$ cat src/inc/can_mode_pkg.sv
// Constants, register map and state encodings of the CAN FD mode control block.
// Assumes one sys_clk domain and the plain register port of the top module.
package can_mode_pkg;
  localparam int ADDR_W = 5;
  localparam int DATA_W = 32;
  localparam int ID_W = 29;
  localparam int BUF_W = 5;
  localparam int NBUF = 32;
  localparam int PRE_W = 9;
  localparam int SEG_W = 7;
  localparam int IRQ_W = 3;
  localparam int MODE_W = 2;

  localparam logic [ADDR_W-1:0] A_CTRL = 5'h00;
  localparam logic [ADDR_W-1:0] A_BTIM = 5'h04;
  localparam logic [ADDR_W-1:0] A_ISTAT = 5'h08;
  localparam logic [ADDR_W-1:0] A_IMASK = 5'h0c;
  localparam logic [ADDR_W-1:0] A_TXADD = 5'h10;
  localparam logic [ADDR_W-1:0] A_TXCAN = 5'h14;
  localparam logic [ADDR_W-1:0] A_TXPEND = 5'h18;
  localparam logic [ADDR_W-1:0] A_STAT = 5'h1c;

  localparam int B_INIT = 0;
  localparam int B_CCE = 1;
  localparam int B_ASM = 2;
  localparam int B_CSA = 3;
  localparam int B_CSR = 4;
  localparam int B_CME = 8;
  localparam int B_CMR = 10;
  localparam int B_FDO = 12;
  localparam int B_FDBS = 13;

  localparam int B_SEG2 = 0;
  localparam int B_PRE = 16;
  localparam logic [SEG_W-1:0] SEG2_RST = 7'h03;
  localparam logic [PRE_W-1:0] PRE_RST = 9'h000;

  localparam int I_MRAF = 0;
  localparam int I_PEX = 1;
  localparam int I_ABORT = 2;

  localparam int S_PEX = 0;
  localparam int S_HAZ = 1;
  localparam int S_HDR = 2;
  localparam int S_INITRX = 3;
  localparam int S_STOPS = 4;

  localparam logic [MODE_W-1:0] MODE_NONE = 2'h0;
  localparam logic [MODE_W-1:0] MODE_FD = 2'h1;
  localparam logic [MODE_W-1:0] MODE_FDBRS = 2'h2;
  localparam logic [MODE_W-1:0] MODE_CLASSIC = 2'h3;
  localparam logic [MODE_W-1:0] CME_OFF = 2'h0;
  localparam logic INIT_RST = 1'b1;

  localparam int TAIL_STD = 2;
  localparam int TAIL_EXT = 3;
  localparam logic [1:0] STOPS_CLR = 2'h2;

  typedef enum logic [2:0] {
    CS_RUN = 3'b001,
    CS_WAIT = 3'b010,
    CS_ACK = 3'b100
  } cs_state_t;
endpackage

$ cat src/verilog/can_fd_protocol_mode_control.sv
// Operation mode, restricted mode, clock stop and frame format control of a CAN FD controller.
// Assumes a bit engine on sys_clk that gives frame events as pulses and busy levels.
`timescale 1ns/10ps
`default_nettype none
module can_fd_protocol_mode_control
  import can_mode_pkg::*;
(
  input wire logic sys_clk,
  input wire logic rstn,
  input wire logic [ADDR_W-1:0] reg_addr,
  input wire logic [DATA_W-1:0] reg_wdata,
  input wire logic reg_wr,
  input wire logic reg_rd,
  output logic [DATA_W-1:0] reg_rdata,
  output wire logic irq,
  input wire logic rx_busy,
  input wire logic tx_busy,
  input wire logic sample_pt,
  input wire logic rx_ctl_valid,
  input wire logic rx_fdf,
  input wire logic rx_res,
  input wire logic rx_arb_valid,
  input wire logic rx_ext,
  input wire logic [ID_W-1:0] rx_id,
  input wire logic rx_frame_done,
  input wire logic tx_start,
  input wire logic tx_ext,
  input wire logic [ID_W-1:0] tx_id,
  input wire logic tx_fd_req,
  input wire logic tx_brs_req,
  input wire logic tx_done,
  input wire logic [BUF_W-1:0] tx_buf,
  input wire logic ram_fail,
  output logic tx_request,
  output logic tx_go,
  output logic tx_abort,
  output logic tx_fdf_bit,
  output logic tx_fd_format,
  output logic tx_dlc_corrupt,
  output logic tx_bad_format,
  output logic tx_unexpected_hdr,
  output logic rec_edl,
  output logic rec_brs,
  output logic rx_discard,
  output logic [ID_W-1:0] rx_id_out,
  output wire logic tq_tick,
  output wire logic seg2_done
);
  logic init_r;
  logic cce_r;
  logic asm_r;
  logic csa_r;
  logic csr_r;
  logic fd_r;
  logic brs_r;
  logic [MODE_W-1:0] cme_r;
  logic [MODE_W-1:0] cmr_r;
  logic [SEG_W-1:0] seg2_r;
  logic [PRE_W-1:0] pre_r;
  logic [NBUF-1:0] pend_r;
  logic pex_arm_r;
  logic haz_r;
  logic hdr_arm_r;
  logic init_rx_r;
  logic [1:0] stops_r;
  cs_state_t cs_r;
  cs_state_t cs_nxt;
  logic [IRQ_W-1:0] ev;
  logic [IRQ_W-1:0] istat;
  logic [IRQ_W-1:0] imask;
  logic [DATA_W-1:0] rd_nxt;
  logic [NBUF-1:0] done_mask;

  wire ctrl_wr = reg_wr && (reg_addr == A_CTRL);
  wire btim_wr = reg_wr && (reg_addr == A_BTIM);
  wire istat_wr = reg_wr && (reg_addr == A_ISTAT);
  wire imask_wr = reg_wr && (reg_addr == A_IMASK);
  wire txadd_wr = reg_wr && (reg_addr == A_TXADD);
  wire txcan_wr = reg_wr && (reg_addr == A_TXCAN);
  wire [MODE_W-1:0] new_cmr = reg_wdata[B_CMR +: MODE_W];
  wire fd_enabled = (cme_r != CME_OFF);

  // Timing of zero in both fields is legal but corrupts the FDF or reserved bit on transmit.
  wire both_zero = (seg2_r == '0) && (pre_r == '0);
  wire fd_frame = fd_r && tx_fd_req && fd_enabled;
  wire id28 = tx_id[ID_W-1];

  // A mode request written in the very cycle a transmission starts races the start.
  wire mode_race = tx_start && ctrl_wr && (new_cmr != MODE_NONE) && fd_enabled;
  wire fall_back = mode_race && fd_r && (new_cmr == MODE_CLASSIC);
  wire tx_allowed = !asm_r && !init_r;
  wire launch = tx_start && tx_allowed && !fall_back;
  wire stop_ack = (cs_r == CS_WAIT) && csr_r && !rx_busy && !tx_busy;
  wire hw_restrict = ram_fail || fall_back;
  wire pex_event = rx_ctl_valid && rx_fdf && rx_res;
  wire asm_clr = ctrl_wr && cce_r && asm_r && !reg_wdata[B_ASM] && !hw_restrict;
  wire tail_dom = rx_ext ? (rx_id[TAIL_EXT-1:0] == '0) : (rx_id[TAIL_STD-1:0] == '0);

  // Clock stop handshake waits for the bus engine to go idle before acknowledging.
  always_comb begin
    cs_nxt = cs_r;
    case (cs_r)
      CS_RUN: begin
        if (csr_r) begin
          cs_nxt = CS_WAIT;
        end
      end
      CS_WAIT: begin
        if (!csr_r) begin
          cs_nxt = CS_RUN;
        end else if (stop_ack) begin
          cs_nxt = CS_ACK;
        end
      end
      CS_ACK: begin
        if (!csr_r) begin
          cs_nxt = CS_RUN;
        end
      end
      default: begin
        cs_nxt = CS_RUN;
      end
    endcase
  end

  always_ff @(posedge sys_clk or negedge rstn) begin
    if (!rstn) begin
      cs_r <= CS_RUN;
      csa_r <= 1'b0;
    end else begin
      cs_r <= cs_nxt;
      csa_r <= (cs_nxt == CS_ACK);
    end
  end

  always_ff @(posedge sys_clk or negedge rstn) begin
    if (!rstn) begin
      csr_r <= 1'b0;
    end else if (ctrl_wr) begin
      csr_r <= reg_wdata[B_CSR];
    end
  end

  // The acknowledge sets init even against a host write clearing it in the same cycle.
  always_ff @(posedge sys_clk or negedge rstn) begin
    if (!rstn) begin
      init_r <= INIT_RST;
    end else if (stop_ack) begin
      init_r <= 1'b1;
    end else if (ctrl_wr) begin
      init_r <= reg_wdata[B_INIT];
    end
  end

  // Init raised during reception leaves a stale state that flags the first later frame.
  always_ff @(posedge sys_clk or negedge rstn) begin
    if (!rstn) begin
      init_rx_r <= 1'b0;
    end else if (ctrl_wr && reg_wdata[B_INIT] && !init_r && rx_busy) begin
      init_rx_r <= 1'b1;
    end else if (rx_frame_done && !init_r) begin
      init_rx_r <= 1'b0;
    end
  end

  // Configuration change is only possible while init is set and drops with it.
  always_ff @(posedge sys_clk or negedge rstn) begin
    if (!rstn) begin
      cce_r <= 1'b0;
    end else if (!init_r) begin
      cce_r <= 1'b0;
    end else if (ctrl_wr) begin
      cce_r <= reg_wdata[B_CCE];
    end
  end

  always_ff @(posedge sys_clk or negedge rstn) begin
    if (!rstn) begin
      asm_r <= 1'b0;
    end else if (hw_restrict) begin
      asm_r <= 1'b1;
    end else if (ctrl_wr && cce_r) begin
      asm_r <= reg_wdata[B_ASM];
    end
  end

  // The header hazard left by a failure is flushed by two clock stop acknowledges.
  always_ff @(posedge sys_clk or negedge rstn) begin
    if (!rstn) begin
      haz_r <= 1'b0;
      stops_r <= '0;
    end else if (hw_restrict) begin
      haz_r <= 1'b1;
      stops_r <= '0;
    end else if (haz_r && stop_ack) begin
      if (stops_r + 1'b1 == STOPS_CLR) begin
        haz_r <= 1'b0;
      end
      stops_r <= stops_r + 1'b1;
    end
  end

  always_ff @(posedge sys_clk or negedge rstn) begin
    if (!rstn) begin
      hdr_arm_r <= 1'b0;
    end else if (asm_clr && haz_r) begin
      hdr_arm_r <= 1'b1;
    end else if (launch) begin
      hdr_arm_r <= 1'b0;
    end
  end

  always_ff @(posedge sys_clk or negedge rstn) begin
    if (!rstn) begin
      cme_r <= CME_OFF;
      seg2_r <= SEG2_RST;
      pre_r <= PRE_RST;
    end else begin
      if (ctrl_wr && cce_r) begin
        cme_r <= reg_wdata[B_CME +: MODE_W];
      end
      if (btim_wr && cce_r) begin
        seg2_r <= reg_wdata[B_SEG2 +: SEG_W];
        pre_r <= reg_wdata[B_PRE +: PRE_W];
      end
    end
  end

  // A mode request is applied one cycle after the write and then reads back as none.
  always_ff @(posedge sys_clk or negedge rstn) begin
    if (!rstn) begin
      cmr_r <= MODE_NONE;
      fd_r <= 1'b0;
      brs_r <= 1'b0;
    end else if (!fd_enabled) begin
      cmr_r <= MODE_NONE;
      fd_r <= 1'b0;
      brs_r <= 1'b0;
    end else if (ctrl_wr && (new_cmr != MODE_NONE)) begin
      cmr_r <= new_cmr;
    end else if (cmr_r != MODE_NONE) begin
      cmr_r <= MODE_NONE;
      fd_r <= (cmr_r != MODE_CLASSIC);
      brs_r <= (cmr_r == MODE_FDBRS);
    end
  end

  // The first message after an exception, sent or received, consumes the stale state.
  always_ff @(posedge sys_clk or negedge rstn) begin
    if (!rstn) begin
      pex_arm_r <= 1'b0;
    end else if (pex_event) begin
      pex_arm_r <= 1'b1;
    end else if (rx_frame_done || launch) begin
      pex_arm_r <= 1'b0;
    end
  end

  always_comb begin
    done_mask = '0;
    if (tx_done) begin
      done_mask = NBUF'(1) << tx_buf;
    end
  end

  // Adding a buffer wins over a completion of the same buffer in one cycle.
  always_ff @(posedge sys_clk or negedge rstn) begin
    if (!rstn) begin
      pend_r <= '0;
    end else begin
      pend_r <= (pend_r & ~done_mask & ~(txcan_wr ? reg_wdata : '0)) | (txadd_wr ? reg_wdata : '0);
    end
  end

  always_ff @(posedge sys_clk or negedge rstn) begin
    if (!rstn) begin
      tx_request <= 1'b0;
      tx_go <= 1'b0;
      tx_abort <= 1'b0;
    end else begin
      tx_request <= (pend_r != '0) && tx_allowed;
      tx_go <= launch;
      tx_abort <= tx_start && !launch;
    end
  end

  // Format outputs hold from one launch to the next.
  always_ff @(posedge sys_clk or negedge rstn) begin
    if (!rstn) begin
      tx_fdf_bit <= 1'b0;
      tx_fd_format <= 1'b0;
      tx_dlc_corrupt <= 1'b0;
      tx_bad_format <= 1'b0;
      tx_unexpected_hdr <= 1'b0;
    end else if (launch) begin
      tx_bad_format <= pex_arm_r;
      tx_unexpected_hdr <= hdr_arm_r;
      if (fd_frame && both_zero && (!tx_ext || !id28)) begin
        tx_fdf_bit <= 1'b0;
        tx_fd_format <= 1'b0;
        tx_dlc_corrupt <= 1'b1;
      end else if (fd_frame) begin
        tx_fdf_bit <= 1'b1;
        tx_fd_format <= 1'b1;
        tx_dlc_corrupt <= 1'b0;
      end else begin
        tx_fdf_bit <= both_zero && tx_ext && id28;
        tx_fd_format <= 1'b0;
        tx_dlc_corrupt <= 1'b0;
      end
    end
  end

  // On a race the record follows the newly written mode, the frame the old one.
  always_ff @(posedge sys_clk or negedge rstn) begin
    if (!rstn) begin
      rec_edl <= 1'b0;
      rec_brs <= 1'b0;
    end else if (launch && mode_race) begin
      rec_edl <= tx_fd_req && (new_cmr != MODE_CLASSIC);
      rec_brs <= tx_fd_req && tx_brs_req && (new_cmr == MODE_FDBRS);
    end else if (launch) begin
      rec_edl <= fd_frame;
      rec_brs <= fd_frame && brs_r && tx_brs_req;
    end
  end

  always_ff @(posedge sys_clk or negedge rstn) begin
    if (!rstn) begin
      rx_discard <= 1'b0;
      rx_id_out <= '0;
    end else begin
      rx_discard <= pex_event;
      if (rx_arb_valid) begin
        rx_id_out <= (tail_dom && fd_enabled && (pend_r != '0)) ? tx_id : rx_id;
      end
    end
  end

  always_comb begin
    ev = '0;
    ev[I_MRAF] = hw_restrict || (rx_frame_done && pex_arm_r) || (rx_frame_done && init_rx_r && !init_r);
    ev[I_PEX] = pex_event;
    ev[I_ABORT] = tx_start && !launch;
  end

  always_comb begin
    rd_nxt = '0;
    case (reg_addr)
      A_CTRL: begin
        rd_nxt[B_INIT] = init_r;
        rd_nxt[B_CCE] = cce_r;
        rd_nxt[B_ASM] = asm_r;
        rd_nxt[B_CSA] = csa_r;
        rd_nxt[B_CSR] = csr_r;
        rd_nxt[B_CME +: MODE_W] = cme_r;
        rd_nxt[B_CMR +: MODE_W] = cmr_r;
        rd_nxt[B_FDO] = fd_r;
        rd_nxt[B_FDBS] = brs_r;
      end
      A_BTIM: begin
        rd_nxt[B_SEG2 +: SEG_W] = seg2_r;
        rd_nxt[B_PRE +: PRE_W] = pre_r;
      end
      A_ISTAT: rd_nxt[IRQ_W-1:0] = istat;
      A_IMASK: rd_nxt[IRQ_W-1:0] = imask;
      A_TXPEND: rd_nxt = pend_r;
      A_STAT: begin
        rd_nxt[S_PEX] = pex_arm_r;
        rd_nxt[S_HAZ] = haz_r;
        rd_nxt[S_HDR] = hdr_arm_r;
        rd_nxt[S_INITRX] = init_rx_r;
        rd_nxt[S_STOPS +: 2] = stops_r;
      end
      default: rd_nxt = '0;
    endcase
  end

  // Read data stand only in the cycle after the strobe.
  always_ff @(posedge sys_clk or negedge rstn) begin
    if (!rstn) begin
      reg_rdata <= '0;
    end else if (reg_rd) begin
      reg_rdata <= rd_nxt;
    end else begin
      reg_rdata <= '0;
    end
  end

  irq_unit u_irq (
    .sys_clk(sys_clk),
    .rstn(rstn),
    .set_ev(ev),
    .clr_wr(istat_wr),
    .mask_wr(imask_wr),
    .wdata(reg_wdata[IRQ_W-1:0]),
    .status(istat),
    .mask(imask),
    .irq(irq)
  );

  tq_timer u_tq (
    .sys_clk(sys_clk),
    .rstn(rstn),
    .prescale(pre_r),
    .phase_len(seg2_r),
    .sample_pt(sample_pt),
    .tq_tick(tq_tick),
    .seg2_done(seg2_done)
  );
endmodule
`default_nettype wire

$ cat src/verilog/tq_timer.sv
// Time quantum prescaler and phase segment timer after the sample point.
// Assumes sample_pt is a one-cycle pulse from the bit engine on sys_clk.
`timescale 1ns/10ps
`default_nettype none
module tq_timer
  import can_mode_pkg::*;
(
  input wire logic sys_clk,
  input wire logic rstn,
  input wire logic [PRE_W-1:0] prescale,
  input wire logic [SEG_W-1:0] phase_len,
  input wire logic sample_pt,
  output logic tq_tick,
  output logic seg2_done
);
  logic [PRE_W-1:0] pre_cnt_r;
  logic [SEG_W-1:0] seg_cnt_r;
  logic seg_run_r;
  logic quantum_end;

  // A compare with >= keeps the counter from running away if the prescaler is lowered mid-count.
  assign quantum_end = (pre_cnt_r >= prescale);

  always_ff @(posedge sys_clk or negedge rstn) begin
    if (!rstn) begin
      pre_cnt_r <= '0;
    end else if (sample_pt || quantum_end) begin
      pre_cnt_r <= '0;
    end else begin
      pre_cnt_r <= pre_cnt_r + 1'b1;
    end
  end

  always_ff @(posedge sys_clk or negedge rstn) begin
    if (!rstn) begin
      seg_cnt_r <= '0;
      seg_run_r <= 1'b0;
      seg2_done <= 1'b0;
      tq_tick <= 1'b0;
    end else begin
      tq_tick <= quantum_end;
      seg2_done <= seg_run_r && quantum_end && (seg_cnt_r == '0) && !sample_pt;
      if (sample_pt) begin
        seg_cnt_r <= phase_len;
        seg_run_r <= 1'b1;
      end else if (seg_run_r && quantum_end) begin
        if (seg_cnt_r == '0) begin
          seg_run_r <= 1'b0;
        end else begin
          seg_cnt_r <= seg_cnt_r - 1'b1;
        end
      end
    end
  end
endmodule
`default_nettype wire

$ cat src/verilog/irq_unit.sv
// Sticky interrupt status with write-one-to-clear, a mask and one level output.
// Assumes set_ev pulses and the write strobes come from logic on sys_clk.
`timescale 1ns/10ps
`default_nettype none
module irq_unit
  import can_mode_pkg::*;
(
  input wire logic sys_clk,
  input wire logic rstn,
  input wire logic [IRQ_W-1:0] set_ev,
  input wire logic clr_wr,
  input wire logic mask_wr,
  input wire logic [IRQ_W-1:0] wdata,
  output logic [IRQ_W-1:0] status,
  output logic [IRQ_W-1:0] mask,
  output logic irq
);
  logic [IRQ_W-1:0] status_nxt;
  logic [IRQ_W-1:0] mask_nxt;

  // An event in the same cycle as its clear stays set.
  always_comb begin
    status_nxt = (status & ~(clr_wr ? wdata : '0)) | set_ev;
    mask_nxt = mask_wr ? wdata : mask;
  end

  always_ff @(posedge sys_clk or negedge rstn) begin
    if (!rstn) begin
      status <= '0;
      mask <= '0;
      irq <= 1'b0;
    end else begin
      status <= status_nxt;
      mask <= mask_nxt;
      irq <= |(status_nxt & mask_nxt);
    end
  end
endmodule
`default_nettype wire

$ cat config.mk
export PLATFORM = sky130hd
export DESIGN_NAME = can_fd_protocol_mode_control
export DESIGN_NICKNAME = d
export VERILOG_FILES = /design/src/inc/can_mode_pkg.sv /design/src/verilog/can_fd_protocol_mode_control.sv /design/src/verilog/tq_timer.sv /design/src/verilog/irq_unit.sv
export SDC_FILE = /design/constraint.sdc
export NUM_CORES = 1
export LEC_CHECK = 0
export BUFFER_PORTS_ARGS = -buffer_cell sky130_fd_sc_hd__clkbuf_2
export CAP_MARGIN = 5
export CORE_ASPECT_RATIO = 1.25
export CORE_UTILIZATION = 35
export DETAILED_ROUTE_END_ITERATION = 16
export PLACE_DENSITY = 0.68
export SETUP_SLACK_MARGIN = 0.05
export SYNTH_ARGS = -nofsm -noshare
export SYNTH_HDL_FRONTEND = slang
export SYNTH_SLANG_ARGS = --single-unit
$ cat constraint.sdc
create_clock -name sys_clk -period 7.1 [get_ports sys_clk]
set_clock_uncertainty 0.2 [all_clocks]
set_input_delay 0 -clock sys_clk [delete_from_list [all_inputs] [get_ports sys_clk]]
set_output_delay 0 -clock sys_clk [all_outputs]
set_load 0.02 [all_outputs]
# == Yosys cells after proc, flatten, opt, wreduce, memory -nomap -nowiden ==
# Index checks and enable logic that the tools add are counted.
# word_totals
out_inout_bits,75
inputBits,119
word_cells,235
reg_bits,166
# classes
magnitude_cmp,1
mux,64
eq_ne,22
shifts,1
reduce_logical,96
bitwise_logic,9
n_addsub,3
# op_table
op,n
32-bit two-way mux,4
32-bit bitwise AND,2
32-bit inverter,2
1-bit logical AND,54
1-bit two-way mux,35
32-bit OR,1
32-bit nonzero test,1
1-bit by 5-bit left shift with 32-bit output (first input constant),1
29-bit two-way mux,1
7-bit two-way mux,4
2-bit nonzero test,13
5-bit equality test (second input constant),4
3-bit two-way mux,6
3-bit case mux with 6 select lines,1
9-bit case mux with 2 select lines,1
7-bit zero test,2
2-bit two-way mux,6
6-bit case mux with 2 select lines,1
1-bit zero test,11
5-bit by 4-bit equality test with 1-bit output (second input constant),2
9-bit by 1-bit adder with 9-bit output (second input constant),1
9-bit greater-or-equal comparator,1
9-bit zero test,1
9-bit two-way mux,1
23 further kinds,40

# == Depth between registers and ports, before layout ==
# depth
depth_word,14
mapped_depth,10
ltp_nobuf,9

# == Modules after synthesis ==
# A second synthesis with hierarchy kept.
# hier_totals
hier_cells,749
hier_area_um2,8020.2
# by_module_without_submodules
mod,area_each_um2,instances,seq_area_each_um2,cells_each
can_fd_protocol_mode_control,6547.5,1,3508.4,602
tq_timer,1202.4,1,475.5,129
irq_unit,270.3,1,175.2,18

# == Least setup slack after synthesis ==
# OpenSTA, ideal clock, no wires.
# synth_timing
path_kind,register to register
startpoint,register pre_r[8]
endpoint,register u_tq.seg_cnt_r[5]
synth_period_minus_slack_ns,2.313
setup_ns,0.082
path_buffers,1
path_stages_with_launch,9
required_ns,6.818
arrival_time_ns,2.031
setup_slack_ns,4.787
cell_sequence,dfrtp_1 inv_1 ha_1 nand2_1 or3_1 and2_1 clkbuf_1 or4_1 a31oi_1
# synth_via
elab_chain_cells,4
# synth_lines
element,line,rtl
start: declaration,can_fd_protocol_mode_control.sv:59,logic [PRE_W-1:0] pre_r;
start signal: assignment,can_fd_protocol_mode_control.sv:224,pre_r <= reg_wdata[B_PRE +: PRE_W];
9-bit greater-or-equal comparator,tq_timer.sv:22,assign quantum_end = (pre_cnt_r >= prescale);
1-bit logical AND,tq_timer.sv:46,end else if (seg_run_r && quantum_end) begin
2-bit nonzero test (no source line),n/a,
2-bit AND reduction (no source line),n/a,
end signal: assignment,tq_timer.sv:44,seg_cnt_r <= phase_len;
end signal: assignment,tq_timer.sv:50,seg_cnt_r <= seg_cnt_r - 1'b1;
end: declaration,tq_timer.sv:17,logic [SEG_W-1:0] seg_cnt_r;
# No other way between the ends.
# A chain may end at the register's enable or synchronous reset.

# == Worst setup path after layout ==
# layout_timing
startpoint,input reg_addr[2]
endpoint,register stops_r[1]
# layout_via
elab_chain_cells,9
word_cells_on_any_way,10
classes_between,1 x mux; 9 x reduce/logical
# layout_lines
element,line,rtl
start: declaration,can_fd_protocol_mode_control.sv:10,"input wire logic [ADDR_W-1:0] reg_addr,"
5-bit zero test (*),can_fd_protocol_mode_control.sv:74,wire ctrl_wr = reg_wr && (reg_addr == A_CTRL);
1-bit logical AND (*),can_fd_protocol_mode_control.sv:74,
1-bit logical AND (*) (3 in a row),can_fd_protocol_mode_control.sv:89,wire mode_race = tx_start && ctrl_wr && (new_cmr != MODE_NONE) && fd_enabled;
1-bit logical AND (*) (2 in a row),can_fd_protocol_mode_control.sv:90,wire fall_back = mode_race && fd_r && (new_cmr == MODE_CLASSIC);
1-bit logical OR (*),can_fd_protocol_mode_control.sv:94,wire hw_restrict = ram_fail || fall_back;
2-bit two-way mux / 2-bit nonzero test (equally long branches),n/a,
end signal: assignment,can_fd_protocol_mode_control.sv:199,stops_r <= stops_r + 1'b1;
end: declaration,can_fd_protocol_mode_control.sv:65,logic [1:0] stops_r;
# Mark *: on every way between the ends. The rest lies on a longest branch, timed or not.

==> summary.txt <==
CP endpoint: stops_r[1]
Tot GR Track Use: 0.210
Worst-Skew Late Latency: 0.44 ns
vias in the first global route: 7163
total power: 2.38 mW
pin count of the biggest net entering global routing: 102
Bufs on Longest Clock Path: 2
Die Wd: 134 µm
Reg power frac: 0.452
Post-Syn Instances: 733
Net Switching: 608 µW
synthesized flop and latch total: 166
Logic pwr share: 0.146
leakage power figure: 5.32 nW
Crit path depth: 9
FF-to-FF End: rx_id_out[4]
final setup vio count: 0
antenna violations before repair: 0
Req. time, crit path: 7.21 ns
Post-Syn Area: 7640 µm²
RSZ-0062 raised after global routing: false
WL final: 23.4 mm
clk slew on worst S/H paths: 0.06 ns
max_cap viols: 0
Layout area overhead: 43.8%
most common cell in the netlist: dfrtp_1
gpl congestion: 0.862
Final Hold Vio Count: 0
I/O Buffers: 193
setup ws final: 3.41 ns
FF-to-FF setup slack: 3.66 ns
area of the multi-input gates: 3280 µm²
Top Ports: 194
Post-Syn Nets: 865
Slew Limit Fails: 0
Synth area leader: dfrtp_1
switching share of power: 0.256
total global routing overflow: 0
min Tclk post-route: 3.69 ns
Crit Reg-Reg Startpoint: pend_r[22]
Power Internal: 1.77 mW
synthesized area per cell: 10.4 µm²
CP endpoint kind: flop
cell family with the largest share of critical-path delay: buffers and inverters
TritonCTS buffer count: 17
vias per cell: 5.21
core area: 21500 µm²
Seq/Total Area, Yosys: 0.544
routed len/inst: 17.2 µm
Top FF cell, synth: dfrtp_1
pwr/cell area: 216 nW/µm²
Fillers: 1918
Setup crit start: reg_addr[2]
CP cell instances: dlygate4sd3_1 > clkbuf_2 > or4b_4 > nor4_4 > nand4_2 > o21bai_4 > dlygate4sd3_1 > nor2_1 > dlygate4sd3_1
Seq. cell area: 4160 µm²
Crit Path Category: input port to flop
slowest cell on the critical path: dlygate4sd3_1
delay of the slowest critical-path stage: 0.64 ns
Peak Freq: 271 MHz
global-route wire length before repair: 36.4 mm
pre-CTS WS: 4.31 ns
most frequent cells after synthesis: dfrtp_1, nand2_1, nor2_1
CTS sink count: 166
status: finished, final reports clean
die footprint: 22400 µm²
Worst Tran Pin Value: 1.25 ns
DRT Pass-1 Iters: 7
Worst Path Buf+Inv: 4
synth unique cells: 60
layout cells sized above 1: 0.249
Nets: 1197
H-tree Lvls: 4
Critical Path AT: 3.80 ns
Async S/R FF share, synth: 1.00
vias: 7068
Setup crit start kind: input port
DRT iter0 DRCs: 386
largest cells by area after synthesis: dfrtp_1, nand2_1, a32o_1, mux2i_1, nor2_1
n_diodes: 0
Root Driver: clkbuf_16
Initial Utilization: 0.356
HPWL Detailed: 15.9 mm
EDFF count, synth: 0
fin crit share: 0.520
CP dominant cell by count: dlygate4sd3_1
Slew HR: 0.165
CTS tree: built
Final ANT Viol Nets: 0
Worst VDD drop: 149 µV
FF-to-FF path depth: 6
total negative slack: 0 ns
clock power share: 0.402
top-area cell type share of the netlist area: 0.530
worst min-delay path category: input port to flop
crit-path max FO: 17
Die Y-Extent: 167 µm
Syn. warnings: 0
DRC: 0
row count: 60
==> cells in the final DEF, fill, tap and decap left out, types with 4 or more instances in the layout <==
cell and count:
nand2_1 115, nor2_1 72, a22oi_1 6, a21o_1 5, nand4_1 5, clkbuf_16 17, dfrtp_1 162, dfstp_2 4
dlygate4sd3_1 151, a32o_1 32, xor2_1 6, a22o_1 16, nand3_1 10, o31ai_1 4, o21ai_0 22, mux2_2 21
and3_1 6, nor3_1 4, clkbuf_2 192, nor4_1 14, a31oi_1 4, inv_1 20, xnor2_1 4, and2_1 18
mux2i_1 31, nand2b_1 7, buf_4 4, ha_1 13, a21oi_1 46, nor2b_1 7
==> cell type report <==
type	instances	area share
Sequential cell	166	0.378
Multi-Input combinational cell	511	0.299
Timing Repair Buffer	348	0.229
Clock buffer	21	0.0419
Tap cell	279	0.0318
Clock inverter	10	0.0134
Inverter	21	0.00717
==> sequential cells by signal (all words and copies together) (netlist names), 3 cells and up <==
name,flops
reg_rdata,32
u_tq.seg_cnt_r,7
pend_r,32
rx_id_out,29
pre_r,9
u_irq.mask,3
cs_r,3
seg2_r,7
u_irq.status,3
u_tq.pre_cnt_r,9
==> how the worst min path moves through the flow <==
| stage | end | depth (start not counted) | slack (ns) | from |
|---|---|---|---|---|
| 2_1_floorplan | asm_r | 0 | -0.50 | rstn |
| 3_3_place_gp | rx_id_out[20] | 1 | -0.008 | rstn |
| 3_5_place_dp | rx_id_out[20] | 1 | -0.02 | rstn |
| 4_1_cts | pend_r[0] | 5 | 0.02 | tx_done |
| 5_1_grt | pend_r[0] | 5 | 0.03 | tx_done |
| 6_report | pend_r[10] | 5 | 0.03 | tx_done |
==> tightest hold or removal path, cell delays in order <==
cell	delay [ns]
clkbuf_2	0.09
nand2b_1	0.17
nor2_1	0.14
nand2_1	0.08
a32o_1	0.16
==> power groups by stage <==
stage               sequential (mW)  clock [mW]  combinational (mW)
floorplan                      1.10           0               0.124
global placement               1.09           0               0.255
detailed placement             1.09           0               0.260
CTS                            1.07       0.969               0.343
global route                   1.08        1.01               0.378
finish                         1.08       0.954               0.347
==> kinds of logic (layout without fill, tap and decap cells) <==
group	count (synthesis)	after routing	share of synthesized area
and+or+nand+nor	278	278	0.173
DFF	166	166	0.544
muxes	52	52	0.0715
adders and majority gates	13	13	0.0213
xor gates and xnor gates	10	10	0.0115
AOI/OAI and AO/OA	158	158	0.149
buffers and inverters	56	400	0.0291
==> per-stage QoR <==
step	hold slack, ns	utilization	area, µm²	cells
after detailed placement	-0.0197	0.413	8870	1174
final	0.0275	0.512	11000	1356
after CTS	0.0168	0.512	11000	1356
after floorplan	-0.496	-	7640	733
after global routing	0.0283	0.512	11000	1356
after global placement	-0.00757	0.413	8870	1174
==> per-layer routing <==
layer / wire length [µm] / track usage / vias up
met5: 0 / 0 / -
met4: 1100 / 0.119 / 0
met3: 1410 / 0.0460 / 79
met2: 12100 / 0.378 / 311
met1: 8830 / 0.225 / 3388
li1: - / - / 3290
==> timing repair <==
item,in CTS,in global routing
gates resized for setup,0,0
buffers inserted,0,0
hold buffers,151,0
hold endpoints to repair,233,0
(Power assumes the default switching activity.)
